==> src/core/vic_map.vh <==
// Purpose: Register map, field positions and reset values of the interrupt controller
// Assumes: Avalon-MM word addressing, 16-bit registers in the low half of a 32-bit word
// Notes:   Definitions only
`ifndef VIC_MAP_VH
`define VIC_MAP_VH

// ----------------------------------------------------------------------------
// Register word addresses
// ----------------------------------------------------------------------------
`define VIC_ADDR_W 3
`define VIC_ADDR_MODE 3'h0
`define VIC_ADDR_PEND 3'h1
`define VIC_ADDR_MASK 3'h2
`define VIC_ADDR_INSV 3'h3

// ----------------------------------------------------------------------------
// Global mode register fields
// ----------------------------------------------------------------------------
`define VIC_MODE_RESET 16'h0000
`define VIC_MODE_WMASK 16'hf7e0
`define VIC_LINE_ARR_BIT 15
`define VIC_VSRC_HI 14
`define VIC_VSRC_LO 12
`define VIC_TRIG_HI 10
`define VIC_TRIG_LO 8
`define VIC_UPPER_HI 7
`define VIC_UPPER_LO 5

// ----------------------------------------------------------------------------
// Pending / mask / in-service layout
// ----------------------------------------------------------------------------
`define VIC_SRC_MASK 16'hfefe
`define VIC_ERR_BIT 0
`define VIC_PEND_RESET 16'h0000
`define VIC_MASK_RESET 16'h0000
`define VIC_INSV_RESET 16'h0000

// ----------------------------------------------------------------------------
// Vectors and levels
// ----------------------------------------------------------------------------
`define VIC_UNINIT_VECTOR 8'h0f
`define VIC_PIN_CODE_BASE 5'h10
`define VIC_INTERNAL_LEVEL 3'h4

`endif

==> src/core/vectored_interrupt_controller.v <==
// Purpose: Vectored interrupt controller with pending, mask and in-service tracking
// Assumes: Avalon-MM slave on clk_in; request pins are asynchronous, active low
// Notes:   reset_n_in is the total system reset; soft_reset_in is a lesser reset
`timescale 1ns/1ns
`include "vic_map.vh"

module vectored_interrupt_controller (
    input wire clk_in,
    input wire reset_n_in,
    input wire soft_reset_in,
    input wire [`VIC_ADDR_W-1:0] avs_address_in,
    input wire avs_read_in,
    input wire avs_write_in,
    input wire [31:0] avs_writedata_in,
    input wire [3:0] avs_byteenable_in,
    output reg [31:0] avs_readdata_out,
    output reg avs_waitrequest_out,
    input wire [2:0] request_lines_n_in,
    input wire [15:1] internal_request_source_in,
    output reg [2:0] interrupt_level_out,
    input wire interrupt_acknowledge_cycle_in,
    input wire [2:0] acknowledge_level_in,
    output reg [7:0] vector_out,
    output reg vector_valid_out,
    output reg external_vector_out
);

// ----------------------------------------------------------------------------
// Helpers
// ----------------------------------------------------------------------------
function [15:0] merge16;
    input [15:0] old_value;
    input [31:0] wdata;
    input [3:0] be;
    begin
        merge16 = old_value;
        if (be[0])
            merge16[7:0] = wdata[7:0];
        if (be[1])
            merge16[15:8] = wdata[15:8];
    end
endfunction

function [15:0] lane_bits;
    input [31:0] wdata;
    input [3:0] be;
    begin
        lane_bits = {wdata[15:8] & {8{be[1]}}, wdata[7:0] & {8{be[0]}}};
    end
endfunction

// ----------------------------------------------------------------------------
// State
// ----------------------------------------------------------------------------
reg [15:0] mode_reg;
reg upper_written_reg;
reg [15:0] pend_reg;
reg [15:0] pend_next;
reg [15:0] mask_reg;
reg [15:0] insv_reg;
reg [15:0] insv_next;
reg [2:0] pin_pend_reg;
wire [2:0] pin_pend_next;
reg [2:0] pin_prev_reg;
wire [2:0] pin_sync;

wire line_arrangement_select = mode_reg[`VIC_LINE_ARR_BIT];
wire [2:0] vector_source_sel = mode_reg[`VIC_VSRC_HI:`VIC_VSRC_LO];
wire [2:0] trigger_select = mode_reg[`VIC_TRIG_HI:`VIC_TRIG_LO];
wire [2:0] upper_vector_bits = mode_reg[`VIC_UPPER_HI:`VIC_UPPER_LO];

wire bus_req = avs_read_in | avs_write_in;
wire wr_take = avs_write_in & ~avs_waitrequest_out;

// Pins are asynchronous, so nothing reads them before two flops
vic_sync #(
    .WIDTH(3),
    .RESET_VALUE(3'h7)
) u_pin_sync (
    .clk_in(clk_in),
    .reset_n_in(reset_n_in),
    .async_in(request_lines_n_in),
    .sync_out(pin_sync)
);

// ----------------------------------------------------------------------------
// Priority and nesting
// ----------------------------------------------------------------------------
wire insv_found;
wire [3:0] insv_top;
wire [15:0] above_insv = insv_found ? ~((16'h0002 << insv_top) - 16'h0001) : 16'hffff;
wire [15:0] eligible = pend_reg & mask_reg & `VIC_SRC_MASK & above_insv;
wire src_found;
wire [3:0] src_top;

vic_prio #(
    .WIDTH(16),
    .IDX_W(4)
) u_insv_prio (
    .req_in(insv_reg & `VIC_SRC_MASK),
    .found_out(insv_found),
    .index_out(insv_top)
);

vic_prio #(
    .WIDTH(16),
    .IDX_W(4)
) u_src_prio (
    .req_in(eligible),
    .found_out(src_found),
    .index_out(src_top)
);

function [7:0] make_vector;
    input written;
    input [2:0] upper;
    input [4:0] code;
    begin
        if (written)
            make_vector = {upper, code};
        else
            make_vector = `VIC_UNINIT_VECTOR;
    end
endfunction

// ----------------------------------------------------------------------------
// Level presented to the core
// ----------------------------------------------------------------------------
wire [2:0] encoded_priority_lines = ~pin_sync;
reg [2:0] level_next;

always @* begin
    if (line_arrangement_select) begin
        if (pin_pend_reg[2])
            level_next = 3'h7;
        else if (pin_pend_reg[1])
            level_next = 3'h6;
        else if (src_found)
            level_next = `VIC_INTERNAL_LEVEL;
        else if (pin_pend_reg[0])
            level_next = 3'h1;
        else
            level_next = 3'h0;
    end else begin
        if (src_found && encoded_priority_lines < `VIC_INTERNAL_LEVEL)
            level_next = `VIC_INTERNAL_LEVEL;
        else
            level_next = encoded_priority_lines;
    end
end

// ----------------------------------------------------------------------------
// Acknowledge decoding
// ----------------------------------------------------------------------------
wire ack_internal = interrupt_acknowledge_cycle_in &&
    acknowledge_level_in == `VIC_INTERNAL_LEVEL;
reg ack_pin;
reg [1:0] ack_pin_idx;

always @* begin
    ack_pin = 1'b0;
    ack_pin_idx = 2'h0;
    if (interrupt_acknowledge_cycle_in && line_arrangement_select) begin
        case (acknowledge_level_in)
            3'h7: begin
                ack_pin = 1'b1;
                ack_pin_idx = 2'h2;
            end
            3'h6: begin
                ack_pin = 1'b1;
                ack_pin_idx = 2'h1;
            end
            3'h1: begin
                ack_pin = 1'b1;
                ack_pin_idx = 2'h0;
            end
            default: begin
                ack_pin = 1'b0;
                ack_pin_idx = 2'h0;
            end
        endcase
    end
end

// ----------------------------------------------------------------------------
// Dedicated request pins
// ----------------------------------------------------------------------------
genvar k;
generate
    for (k = 0; k < 3; k = k + 1) begin : g_pin
        wire low_now = ~pin_sync[k];
        wire fall = pin_prev_reg[k] & ~pin_sync[k];
        wire acked = ack_pin && ack_pin_idx == k;
        reg bit_next;
        assign pin_pend_next[k] = bit_next;
        always @* begin
            if (!line_arrangement_select)
                bit_next = 1'b0;
            else if (trigger_select[k])
                bit_next = fall | (pin_pend_reg[k] & ~acked);
            else if (k == 2)
                // Level seven re-arms only on a new assertion
                bit_next = fall | (pin_pend_reg[k] & low_now & ~acked);
            else
                bit_next = low_now;
        end
    end
endgenerate

// ----------------------------------------------------------------------------
// Pending and in-service next values
// ----------------------------------------------------------------------------
wire [15:0] insv_set = ack_internal && src_found ? (16'h0001 << src_top) : 16'h0000;
wire err_event = !line_arrangement_select &&
    encoded_priority_lines == `VIC_INTERNAL_LEVEL &&
    (pend_reg & `VIC_SRC_MASK) == 16'h0000;
wire [15:0] src_set = {internal_request_source_in, 1'b0} & `VIC_SRC_MASK;
wire [15:0] wr_clear = lane_bits(avs_writedata_in, avs_byteenable_in);

always @* begin
    pend_next = pend_reg & ~insv_set;
    insv_next = insv_reg;
    if (wr_take && avs_address_in == `VIC_ADDR_PEND)
        pend_next = pend_next & ~wr_clear;
    if (wr_take && avs_address_in == `VIC_ADDR_INSV)
        insv_next = insv_next & ~wr_clear;
    // A new event in the clearing cycle is kept
    pend_next = pend_next | src_set;
    pend_next[`VIC_ERR_BIT] = pend_next[`VIC_ERR_BIT] | err_event;
    insv_next = insv_next | insv_set;
end

// ----------------------------------------------------------------------------
// Sequential state
// ----------------------------------------------------------------------------
always @(posedge clk_in) begin
    if (!reset_n_in) begin
        mode_reg <= `VIC_MODE_RESET;
        upper_written_reg <= 1'b0;
    end else if (wr_take && avs_address_in == `VIC_ADDR_MODE) begin
        mode_reg <= merge16(mode_reg, avs_writedata_in, avs_byteenable_in) &
            `VIC_MODE_WMASK;
        if (avs_byteenable_in[0])
            upper_written_reg <= 1'b1;
    end
end

always @(posedge clk_in) begin
    // The lesser reset leaves the mode register alone
    if (!reset_n_in || soft_reset_in) begin
        pend_reg <= `VIC_PEND_RESET;
        mask_reg <= `VIC_MASK_RESET;
        insv_reg <= `VIC_INSV_RESET;
        pin_pend_reg <= 3'h0;
        pin_prev_reg <= 3'h7;
    end else begin
        pend_reg <= pend_next;
        insv_reg <= insv_next;
        pin_pend_reg <= pin_pend_next;
        pin_prev_reg <= pin_sync;
        if (wr_take && avs_address_in == `VIC_ADDR_MASK)
            mask_reg <= merge16(mask_reg, avs_writedata_in, avs_byteenable_in) &
                `VIC_SRC_MASK;
    end
end

// ----------------------------------------------------------------------------
// Core side outputs
// ----------------------------------------------------------------------------
always @(posedge clk_in) begin
    if (!reset_n_in) begin
        interrupt_level_out <= 3'h0;
        vector_out <= 8'h00;
        vector_valid_out <= 1'b0;
        external_vector_out <= 1'b0;
    end else begin
        interrupt_level_out <= level_next;
        vector_valid_out <= 1'b0;
        external_vector_out <= 1'b0;
        if (ack_internal) begin
            // Always answered here, never left to an outside agent
            vector_valid_out <= 1'b1;
            if (src_found)
                vector_out <= make_vector(upper_written_reg, upper_vector_bits,
                    {1'b0, src_top});
            else
                vector_out <= `VIC_UNINIT_VECTOR;
        end else if (ack_pin && !vector_source_sel[ack_pin_idx]) begin
            vector_valid_out <= 1'b1;
            vector_out <= make_vector(upper_written_reg, upper_vector_bits,
                `VIC_PIN_CODE_BASE | {3'h0, ack_pin_idx});
        end else if (interrupt_acknowledge_cycle_in) begin
            external_vector_out <= 1'b1;
        end
    end
end

// ----------------------------------------------------------------------------
// Avalon slave: one wait cycle, answer on the second cycle
// ----------------------------------------------------------------------------
always @(posedge clk_in) begin
    if (!reset_n_in) begin
        avs_waitrequest_out <= 1'b1;
        avs_readdata_out <= 32'h00000000;
    end else begin
        avs_waitrequest_out <= ~(bus_req & avs_waitrequest_out);
        if (avs_read_in && avs_waitrequest_out) begin
            case (avs_address_in)
                `VIC_ADDR_MODE: avs_readdata_out <= {16'h0000, mode_reg};
                `VIC_ADDR_PEND: avs_readdata_out <= {16'h0000, pend_reg};
                `VIC_ADDR_MASK: avs_readdata_out <= {16'h0000, mask_reg};
                `VIC_ADDR_INSV: avs_readdata_out <= {16'h0000, insv_reg};
                default: avs_readdata_out <= 32'h00000000;
            endcase
        end
    end
end

endmodule // vectored_interrupt_controller

==> src/core/vic_prio.v <==
// Purpose: Fixed priority finder, highest set bit wins
// Assumes: Purely combinational
// Notes:   Index is zero when nothing is set
`timescale 1ns/1ns

module vic_prio #(
    parameter WIDTH = 16,
    parameter IDX_W = 4
) (
    input wire [WIDTH-1:0] req_in,
    output reg found_out,
    output reg [IDX_W-1:0] index_out
);

integer i;

always @* begin
    found_out = 1'b0;
    index_out = {IDX_W{1'b0}};
    for (i = 0; i < WIDTH; i = i + 1) begin
        if (req_in[i]) begin
            found_out = 1'b1;
            index_out = i[IDX_W-1:0];
        end
    end
end

endmodule // vic_prio

==> src/core/vic_sync.v <==
// Purpose: Two-stage synchroniser for a group of asynchronous pins
// Assumes: Single clock, synchronous active-low reset
// Notes:   Stage one feeds stage two only
`timescale 1ns/1ns

module vic_sync #(
    parameter WIDTH = 3,
    parameter [WIDTH-1:0] RESET_VALUE = {WIDTH{1'b1}}
) (
    input wire clk_in,
    input wire reset_n_in,
    input wire [WIDTH-1:0] async_in,
    output reg [WIDTH-1:0] sync_out
);

reg [WIDTH-1:0] stage_reg;

always @(posedge clk_in) begin
    if (!reset_n_in) begin
        stage_reg <= RESET_VALUE;
        sync_out <= RESET_VALUE;
    end else begin
        stage_reg <= async_in;
        sync_out <= stage_reg;
    end
end

endmodule // vic_sync

==> config.mk <==
export PLATFORM = sky130hd
export DESIGN_NAME = vectored_interrupt_controller
export DESIGN_NICKNAME = d
export VERILOG_FILES = /design/src/core/vectored_interrupt_controller.v /design/src/core/vic_prio.v /design/src/core/vic_sync.v
export VERILOG_INCLUDE_DIRS = /design/src /design/src/core
export SDC_FILE = /design/constraint.sdc
export NUM_CORES = 1
export LEC_CHECK = 0
export ABC_CLOCK_PERIOD_IN_PS = 3800
export BUFFER_PORTS_ARGS = -buffer_cell sky130_fd_sc_hd__buf_2
export CAP_MARGIN = 0
export CORE_ASPECT_RATIO = 1.5
export CORE_MARGIN = 1
export CORE_UTILIZATION = 50
export CTS_CLUSTER_DIAMETER = 60
export DETAILED_ROUTE_END_ITERATION = 10
export PLACE_DENSITY = 0.77
export SLEW_MARGIN = 0
export SYNTH_ARGS = -nofsm -noshare
export SYNTH_HDL_FRONTEND = slang
export SYNTH_SLANG_ARGS = --single-unit
export TNS_END_PERCENT = 50
==> constraint.sdc <==
create_clock -name clk_in -period 3.8 [get_ports clk_in]
set_clock_uncertainty 0.1 [all_clocks]
set_input_delay 0.57 -clock clk_in [delete_from_list [all_inputs] [get_ports clk_in]]
set_output_delay 0.57 -clock clk_in [all_outputs]
set_load 0.02 [all_outputs]
==> results of run 1 <==
-- cell usage in the layout, fill, tap and decap left out, types with 6 or more instances in the layout --
cell / Yosys / final
dfxtp_1: 99 / 97
nor3_1: 8 / 8
inv_1: 7 / 7
conb_1: 1 / 16
buf_4: 16 / 40
a22oi_1: 15 / 15
nor4_1: 6 / 6
mux2i_1: 27 / 27
a211oi_1: 14 / 13
o21ai_0: 16 / 15
a31oi_1: 10 / 10
nor2b_1: 32 / 32
nand2_1: 61 / 61
nor2_1: 61 / 61
clkbuf_16: 0 / 9
nand3_1: 31 / 31
nand2b_1: 14 / 14
buf_2: 3 / 76
a21oi_1: 38 / 38
and3_1: 7 / 7
mux4_2: 9 / 9
-- critical path, cell delays in order (launching register included) --
cell and delay (ns):
dfxtp_1 0.33, nand2b_1 0.15, a221o_1 0.36, a221o_1 0.33
nand2_1 0.10, ha_2 0.25, o21ai_2 0.11, a2111oi_4 0.29
nor4_2 0.12, or3_4 0.42, or4_4 0.55, nor4_4 0.23
a211oi_1 0.13
-- worst paths after layout --
path                                       from                            endpoint  slack, ns  depth (start not counted)
max                      insv_reg[2]$_SDFF_PP0_              pend_reg[3]$_SDFF_PP0_       0.17                         12
min                       request_lines_n_in[1]  u_pin_sync.stage_reg[1]$_SDFF_PN1_       0.30                          2
max reg2reg              insv_reg[2]$_SDFF_PP0_              pend_reg[3]$_SDFF_PP0_       0.17                         12
min reg2reg  u_pin_sync.stage_reg[1]$_SDFF_PN1_   u_pin_sync.sync_out[1]$_SDFF_PN1_       0.32                          1
-- Yosys cell counts, types with 5 or more instances --
| master | n |
|---|---|
| and3_1 | 7 |
| nand2b_1 | 14 |
| nor4_1 | 6 |
| nand2_1 | 61 |
| nor4b_1 | 5 |
| mux2_2 | 5 |
| mux2i_1 | 27 |
| o21ai_1 | 6 |
| mux4_2 | 9 |
| a22oi_1 | 15 |
| o21ai_0 | 16 |
| nor2_1 | 61 |
| buf_4 | 16 |
| and2_1 | 5 |
| a21oi_1 | 38 |
| nor2b_1 | 32 |
| inv_1 | 7 |
| nor3_1 | 8 |
| clkbuf_1 | 19 |
| a211oi_1 | 14 |
| nand3_1 | 31 |
| dfxtp_1 | 99 |
| a31oi_1 | 10 |
-- metrics by stage --
step                      power [mW]  setup slack (ns)  setup TNS [ns]  instance area (um^2)
after floorplan                 1.19             0.304               0                  5340
final                           2.17             0.174               0                  6280
after detailed placement        1.25            0.0286               0                  5940
after CTS                       2.17            0.0233               0                  6250
after global placement          1.25            0.0602               0                  5940
after global routing            2.23          -0.00588        -0.00588                  6280
-- power breakdown --
part | switching [mW] | total (mW) | leakage, nW | internal [mW]
clock | 0.407 | 0.939 | 0.150 | 0.532
combinational | 0.101 | 0.158 | 1.65 | 0.0566
sequential | 0.0198 | 1.07 | 0.804 | 1.05
total | 0.528 | 2.17 | 2.60 | 1.64
-- routing by layer --
metal / part of all wire, % / global-route usage, % / vias to the layer above
met4: 6.1 / 19.8 / 0
met3: 6.2 / 5.86 / 73
met1: 38 / 35.3 / 2521
met5: 0 / 0 / -
li1: - / - / 2396
met2: 50 / 54.1 / 242
-- cells by family (layout without fill, tap and decap cells) --
| family | after synthesis | count (layout) | share of synthesized area, % |
|---|---|---|---|
| and+or+nand+nor | 259 | 259 | 26.1 |
| AOI/OAI and AO/OA | 154 | 154 | 20.6 |
| DFF | 99 | 99 | 37.5 |
| buffers and inverters | 53 | 140 | 5.40 |
| muxes | 41 | 41 | 10.0 |
| adders and majority gates | 1 | 1 | 0.237 |
| other | 1 | 16 | 0.0710 |
-- area by class of cell --
| type | instances | area [um^2] |
|---|---|---|
| clock inverters | 5 | 61.3 |
| inverters | 8 | 30.0 |
| multi-input cells | 471 | 3100 |
| fillers | 902 | 3920 |
| well taps | 141 | 176 |
| repair buffers | 116 | 681 |
| clock buffers | 11 | 243 |
| flip-flops and latches | 99 | 1980 |
==> flow_metrics.tcl, run 1 <==
set metrics [dict create \
    ys_seq_area_share_pct 37.5 \
    ctsResizeCount 1 \
    drive_gt1_share_pct 24.8 \
    dp_hpwl_um 12500 \
    postCtsHoldBufs 0 \
    ir_drop_mv 0.178 \
    yosys.area.top_type "dfxtp_1" \
    fin_crit_sh_pct 95.4 \
    nets 772 \
    die_y_um 128 \
    cp-end-kind "register" \
    powerDensity_nw_per_um2 346 \
    fin_cells 851 \
    first_pass_iters 5 \
    holdWs_ns 0.305 \
    wl_per_cell_um 19.5 \
    coreArea_um2 10200 \
    die_w_um 85.9 \
    rows 45 \
    grt_max_degree 52 \
    syn_to_final_growth_pct 18.9 \
    place_inst 835 \
    insertion_delay_ns 0.35 \
    synth_enable_flop_cells 0 \
    tightest_slew_ns 1.19 \
    synth_cell_types 76 \
    syn_area_um2 5280 \
    clock_path_buffers 2 \
    overflow 0 \
    diodes 0 \
    avgSynthCellArea_um2 8.68 \
    ios 112 \
    htree_levels 3 \
    critPathLaunchType "register" \
    ys_async_sr_fraction_pct 0 \
    synthCells 608 \
    hp-class "in2reg" \
    root_buffer "clkbuf_16" \
    cts_sinks 99 \
    drc 0 \
    via_per_inst 6.15 \
    dieArea_um2 11000 \
    cts_made_buffers 9 \
    cts_setup_buffers 0 \
    yosys-top-cells-area "dfxtp_1 (38%), mux2i_1 (5.1%), nand2_1 (4.3%), nor2_1 (4.3%), mux4_2 (3.8%)" \
    min_period_ns 3.63 \
    worst_ep_required_time_ns 3.90 \
    cap_viol_max_count 0 \
    setup_viol 0 \
    power.leakage_nw 2.60 \
    synth-seq-cells 99 \
    yosysWarnings 0 \
    grt_pass1_vias 5095 \
    grt_pass1_wl_um 26200 \
    postRouteAntennaNets 0 \
    crit_type "reg2reg" \
    drt_iter0_markers 367 \
    synth_flop_cell "dfxtp_1" \
    path_clk_slew_ns 0.07 \
    outcome "finished, final reports clean" \
    post-route-util_pct 61.6 \
    drv_slew 0 \
    worstPathArrival_ns 3.73 \
    io_buffers 76 \
    grt_usage_pct 31.4 \
    via_count 5232 \
    relSlewSlack_pct 20.2 \
    gp_congestion 0.982 \
    synth_top_area_share_pct 37.5 \
    antenna_found_initial 0 \
    cp_max_fo 6 \
    hold_viol 0 \
    initial_core_util_pct 51.8 \
    fmax_ghz 0.276 \
    routed_wl_um 16600 \
    cts_tree "done" \
]
(Power assumes the default switching activity.)
==> run 2, diff against run 1 <==
--- a/config.mk
+++ b/config.mk
@@ -14,7 +14,7 @@
 export CORE_UTILIZATION = 50
 export CTS_CLUSTER_DIAMETER = 60
 export DETAILED_ROUTE_END_ITERATION = 10
-export PLACE_DENSITY = 0.77
+export PLACE_DENSITY = 0.73
 export SLEW_MARGIN = 0
 export SYNTH_ARGS = -nofsm -noshare
 export SYNTH_HDL_FRONTEND = slang
==> flow_metrics.tcl, run 2 (synthesized netlist as in run 1, its figures left out) <==
set metrics [dict create \
    gp_congestion 0.972 \
    setup_viol 0 \
    hold_viol 0 \
    tightest_slew_ns 1.02 \
    wl_per_cell_um 19.4 \
    cap_viol_max_count 0 \
    drive_gt1_share_pct 24.8 \
    via_count 5174 \
    grt_pass1_vias 4925 \
    grt_max_degree 53 \
    die_w_um 85.9 \
    first_pass_iters 5 \
    root_buffer "clkbuf_16" \
    dp_hpwl_um 12600 \
    min_period_ns 3.61 \
    cts_setup_buffers 0 \
    min_from "request_lines_n_in[1]" \
    initial_core_util_pct 51.8 \
    grt_usage_pct 31.1 \
    postLayoutCellArea_um2 6260 \
    hp-class "in2reg" \
    place_ws_ns 0.0299 \
    insertion_delay_ns 0.35 \
    drc 0 \
    layout_common_cells "dfxtp_1 (97), buf_2 (76), nand2_1 (61), nor2_1 (61), a21oi_1 (38)" \
    rows 45 \
    clock_path_buffers 2 \
    cts_tree "done" \
    powerDensity_nw_per_um2 344 \
    critPathLaunchType "register" \
    path_clk_slew_ns 0.07 \
    ir_drop_mv 0.231 \
    ios 112 \
    ctsResizeCount 0 \
    via_per_inst 6.10 \
    reg2reg_from "insv_reg[2]$_SDFF_PP0_" \
    drv_slew 0 \
    postRouteAntennaNets 0 \
    fin_crit_sh_pct 95.1 \
    relSlewSlack_pct 31.5 \
    cts_sinks 99 \
    dieArea_um2 11000 \
    fillers 907 \
    cp-end-kind "register" \
    postCtsHoldBufs 0 \
    nets 769 \
    syn_to_final_growth_pct 18.6 \
    placed_cell_area_um2 5910 \
    diodes 0 \
    overflow 0 \
    rsz0062_at_grt "false" \
    drt_iter0_markers 476 \
    crit_type "reg2reg" \
    grt_pass1_wl_um 26200 \
    coreArea_um2 10200 \
    antenna_found_initial 0 \
    htree_levels 3 \
    worstPathArrival_ns 3.81 \
    tns_ns 0 \
    final_common_cell "dfxtp_1" \
    die_y_um 128 \
    cp_max_fo 5 \
    holdWs_ns 0.300 \
    io_buffers 76 \
    power.leakage_nw 2.60 \
    setup_ws_ns 0.188 \
    startpoint "insv_reg[2]$_SDFF_PP0_" \
    cts_made_buffers 9 \
    worst_ep_required_time_ns 4.00 \
    routed_wl_um 16400 \
    fmax_ghz 0.277 \
    ff2ff_setup_slack_ns 0.19 \
    outcome "finished, final reports clean" \
]
==> run 2: report_power, final <==
group	internal [mW]	leakage, nW	switching, mW
Combinational	0.0573	1.65	0.0997
Clock	0.518	0.148	0.407
Sequential	1.05	0.804	0.0198
==> run 2: final timing paths <==
kind / endpoint / cells past startpoint
max: insv_reg[1]$_SDFF_PP0_ / 13
min: u_pin_sync.stage_reg[1]$_SDFF_PN1_ / 2
max reg2reg: insv_reg[1]$_SDFF_PP0_ / 13
min reg2reg: u_pin_sync.sync_out[0]$_SDFF_PN1_ / 1
==> run 2: worst max-delay path, stage by stage (launching register included) <==
cell       delay, ns
dfxtp_1         0.33
nand2b_1        0.14
a221o_1         0.33
a221o_1         0.35
nand2_1         0.10
ha_2            0.24
o21ai_2         0.10
a2111oi_2       0.32
nor4_2          0.13
or3_4           0.42
or4_4           0.54
buf_4           0.17
nor2_1          0.13
a32o_1          0.14
==> run 2: through the flow <==
step	cells	utilization [%]	total power [mW]
2_1_floorplan	623	-	1.19
3_3_place_gp	832	58.0	1.25
3_5_place_dp	832	58.0	1.25
4_1_cts	848	61.0	2.16
5_1_grt	848	61.4	2.22
6_report	848	61.4	2.16
==> run 2: metal layers <==
layer / wire (um) / GRT usage [%] / share of wire (%)
met1: 6370 / 37.3 / 39
met2: 8480 / 53.3 / 52
met3: 933 / 5.60 / 5.7
met4: 658 / 15.1 / 4.0
met5: 0 / 0 / 0
==> run 2: cell type report <==
type	count	area (um^2)	area share (%)
clock buffer	10	229	3.66
tap	141	176	2.82
inverter	8	30.0	0.480
timing repair buffer	113	658	10.5
sequential	99	1980	31.7
multi-input combinational	471	3110	49.7
clock inverter	6	70.1	1.12
==> run 3, diff against run 2 <==
--- a/config.mk
+++ b/config.mk
@@ -6,6 +6,7 @@
 export SDC_FILE = /design/constraint.sdc
 export NUM_CORES = 1
 export LEC_CHECK = 0
+export ABC_AREA = 1
 export ABC_CLOCK_PERIOD_IN_PS = 3800
 export BUFFER_PORTS_ARGS = -buffer_cell sky130_fd_sc_hd__buf_2
 export CAP_MARGIN = 0
@@ -14,7 +15,9 @@
 export CORE_UTILIZATION = 50
 export CTS_CLUSTER_DIAMETER = 60
 export DETAILED_ROUTE_END_ITERATION = 10
-export PLACE_DENSITY = 0.73
+export GPL_ROUTABILITY_DRIVEN = 0
+export PLACE_DENSITY = 0.74
+export SKIP_CTS_REPAIR_TIMING = 1
 export SLEW_MARGIN = 0
 export SYNTH_ARGS = -nofsm -noshare
 export SYNTH_HDL_FRONTEND = slang
==> flow_metrics.tcl, run 3 <==
set metrics [dict create \
    hold_viol 0 \
    wl_per_cell_um 16.3 \
    final_common_cell "nand2_1" \
    root_buffer "clkbuf_16" \
    p_int_mw 1.56 \
    synthCells 714 \
    ys_async_sr_fraction_pct 0 \
    tightest_slew_ns 0.648 \
    path_clk_slew_ns 0.07 \
    antenna_found_initial 0 \
    outcome "finished, violations left" \
    fin_cells 902 \
    synth_flop_cell "dfxtp_1" \
    max_stage_delay_ns 0.36 \
    cap_viol_max_count 0 \
    cp_top_family "simple AND/OR/NAND/NOR gates" \
    die_w_um 83.9 \
    synthTopCellsByCount "nand2_1 (123), dfxtp_1 (99), inv_1 (97)" \
    ir_drop_mv 0.264 \
    p_sw_mw 0.546 \
    routed_wl_um 14700 \
    yosys.area.top_type "dfxtp_1" \
    hp-class "in2reg" \
    worst-path-buf-inv 3 \
    worstPathArrival_ns 3.63 \
    ys_seq_area_share_pct 39.4 \
    cts_made_buffers 9 \
    fin_crit_sh_pct 92.0 \
    clock_path_buffers 2 \
    sequentialPowerShare_pct 50.7 \
    first_pass_iters 8 \
    rows 44 \
    grt_usage_pct 28.5 \
    swShare_pct 26.0 \
    synth_top_area_share_pct 39.4 \
    cts_sinks 99 \
    postLayoutCellArea_um2 5730 \
    comb_power_share_pct 7.8 \
    ios 112 \
    place_inst 886 \
    worst_path_max_delay_cell "dfxtp_1" \
    postRouteAntennaNets 0 \
    cp_max_fo 7 \
    drc 18 \
    drv_slew 0 \
    post-route-util_pct 58.8 \
    dieArea_um2 10500 \
    power.leakage_nw 2.42 \
    syn_to_final_growth_pct 14.0 \
    setup_viol 0 \
    synth-seq-cells 99 \
    diodes 0 \
    htree_levels 3 \
    cts_tree "done" \
    min_period_ns 3.50 \
    drive_gt1_share_pct 18.9 \
    synth_enable_flop_cells 0 \
    drt_iter0_markers 376 \
    initial_core_util_pct 51.6 \
    rsz0062_at_grt "false" \
    grt_pass1_vias 4831 \
    relSlewSlack_pct 56.4 \
    via_count 5105 \
    io_buffers 76 \
    cp_common_cell "nand2_1" \
    yosys-top-cells-area "dfxtp_1 (39%), nand2_1 (9.2%), a21oi_1 (8.1%), inv_1 (7.2%), o21ai_0 (4.9%)" \
    die_y_um 125 \
    fmax_ghz 0.286 \
    cp-end-kind "register" \
    nets 849 \
    insertion_delay_ns 0.35 \
    holdWs_ns 0.305 \
    clock_power_share_pct 41.4 \
    critPathLaunchType "register" \
    avgSynthCellArea_um2 7.04 \
    layout_common_cells "nand2_1 (121), dfxtp_1 (99), inv_1 (97)" \
    failed_checks "DRC" \
    tns_ns 0 \
    dp_hpwl_um 11500 \
    overflow 0 \
    worst_ep_required_time_ns 3.93 \
    grt_max_degree 34 \
    coreArea_um2 9740 \
    yosysWarnings 0 \
    synth_cell_types 44 \
    via_per_inst 5.66 \
    syn_area_um2 5030 \
    synth.most_common_cell "nand2_1" \
    grt_pass1_wl_um 23300 \
    placed_cell_area_um2 5440 \
    crit_type "reg2reg" \
    powerDensity_nw_per_um2 367 \
]
==> run 3: worst paths after layout <==
path                                   endpoint  cells past startpoint  slack (ns)                          startpoint
max                      pend_reg[3]$_SDFF_PP0_                     28        0.30              insv_reg[4]$_SDFF_PP0_
min          u_pin_sync.stage_reg[0]$_SDFF_PN1_                      2        0.30               request_lines_n_in[0]
max reg2reg              pend_reg[3]$_SDFF_PP0_                     28        0.30              insv_reg[4]$_SDFF_PP0_
min reg2reg   u_pin_sync.sync_out[0]$_SDFF_PN1_                      1        0.31  u_pin_sync.stage_reg[0]$_SDFF_PN1_
==> run 3: per-stage QoR <==
step	power (mW)	setup slack (ns)
after global routing	2.17	0.00894
after CTS	2.11	0.245
after detailed placement	1.25	0.263
final	2.10	0.304
after global placement	1.25	0.394
after floorplan	1.20	0.964
==> run 3: final cells by class <==
class | count | area, um^2
repair buffers | 81 | 418
clock inverters | 7 | 55.1
flip-flops and latches | 99 | 1980
inverters | 106 | 398
clock buffers | 9 | 225
fillers | 943 | 4010
multi-input cells | 485 | 2510
well taps | 115 | 144
==> run 3: metal layers <==
| layer | up-vias | GRT usage (%) | wire [um] |
|---|---|---|---|
| li1 | 2484 | - | - |
| met1 | 2337 | 32.6 | 5660 |
| met3 | 64 | 4.64 | 891 |
| met4 | 0 | 19.8 | 892 |
| met2 | 220 | 47.9 | 7290 |
| met5 | - | 0 | 0 |
==> run 3: logic make-up after synthesis <==
logic type               after synthesis  synth area share, %
AO/OA/AOI/OAI                        189                 21.5
buffers and inverters                145                 12.0
flip-flops                            99                 39.4
adder cells (fa/ha/maj)                1                0.249
AND/OR/NAND/NOR                      279                 26.7
other                                  1               0.0746
==> run 3: power by group through the flow <==
stage	clock network, mW	logic [mW]	registers [mW]
floorplan	0	0.102	1.09
global placement	0	0.160	1.09
detailed placement	0	0.162	1.09
CTS	0.880	0.162	1.07
global route	0.919	0.180	1.07
finish	0.871	0.165	1.07
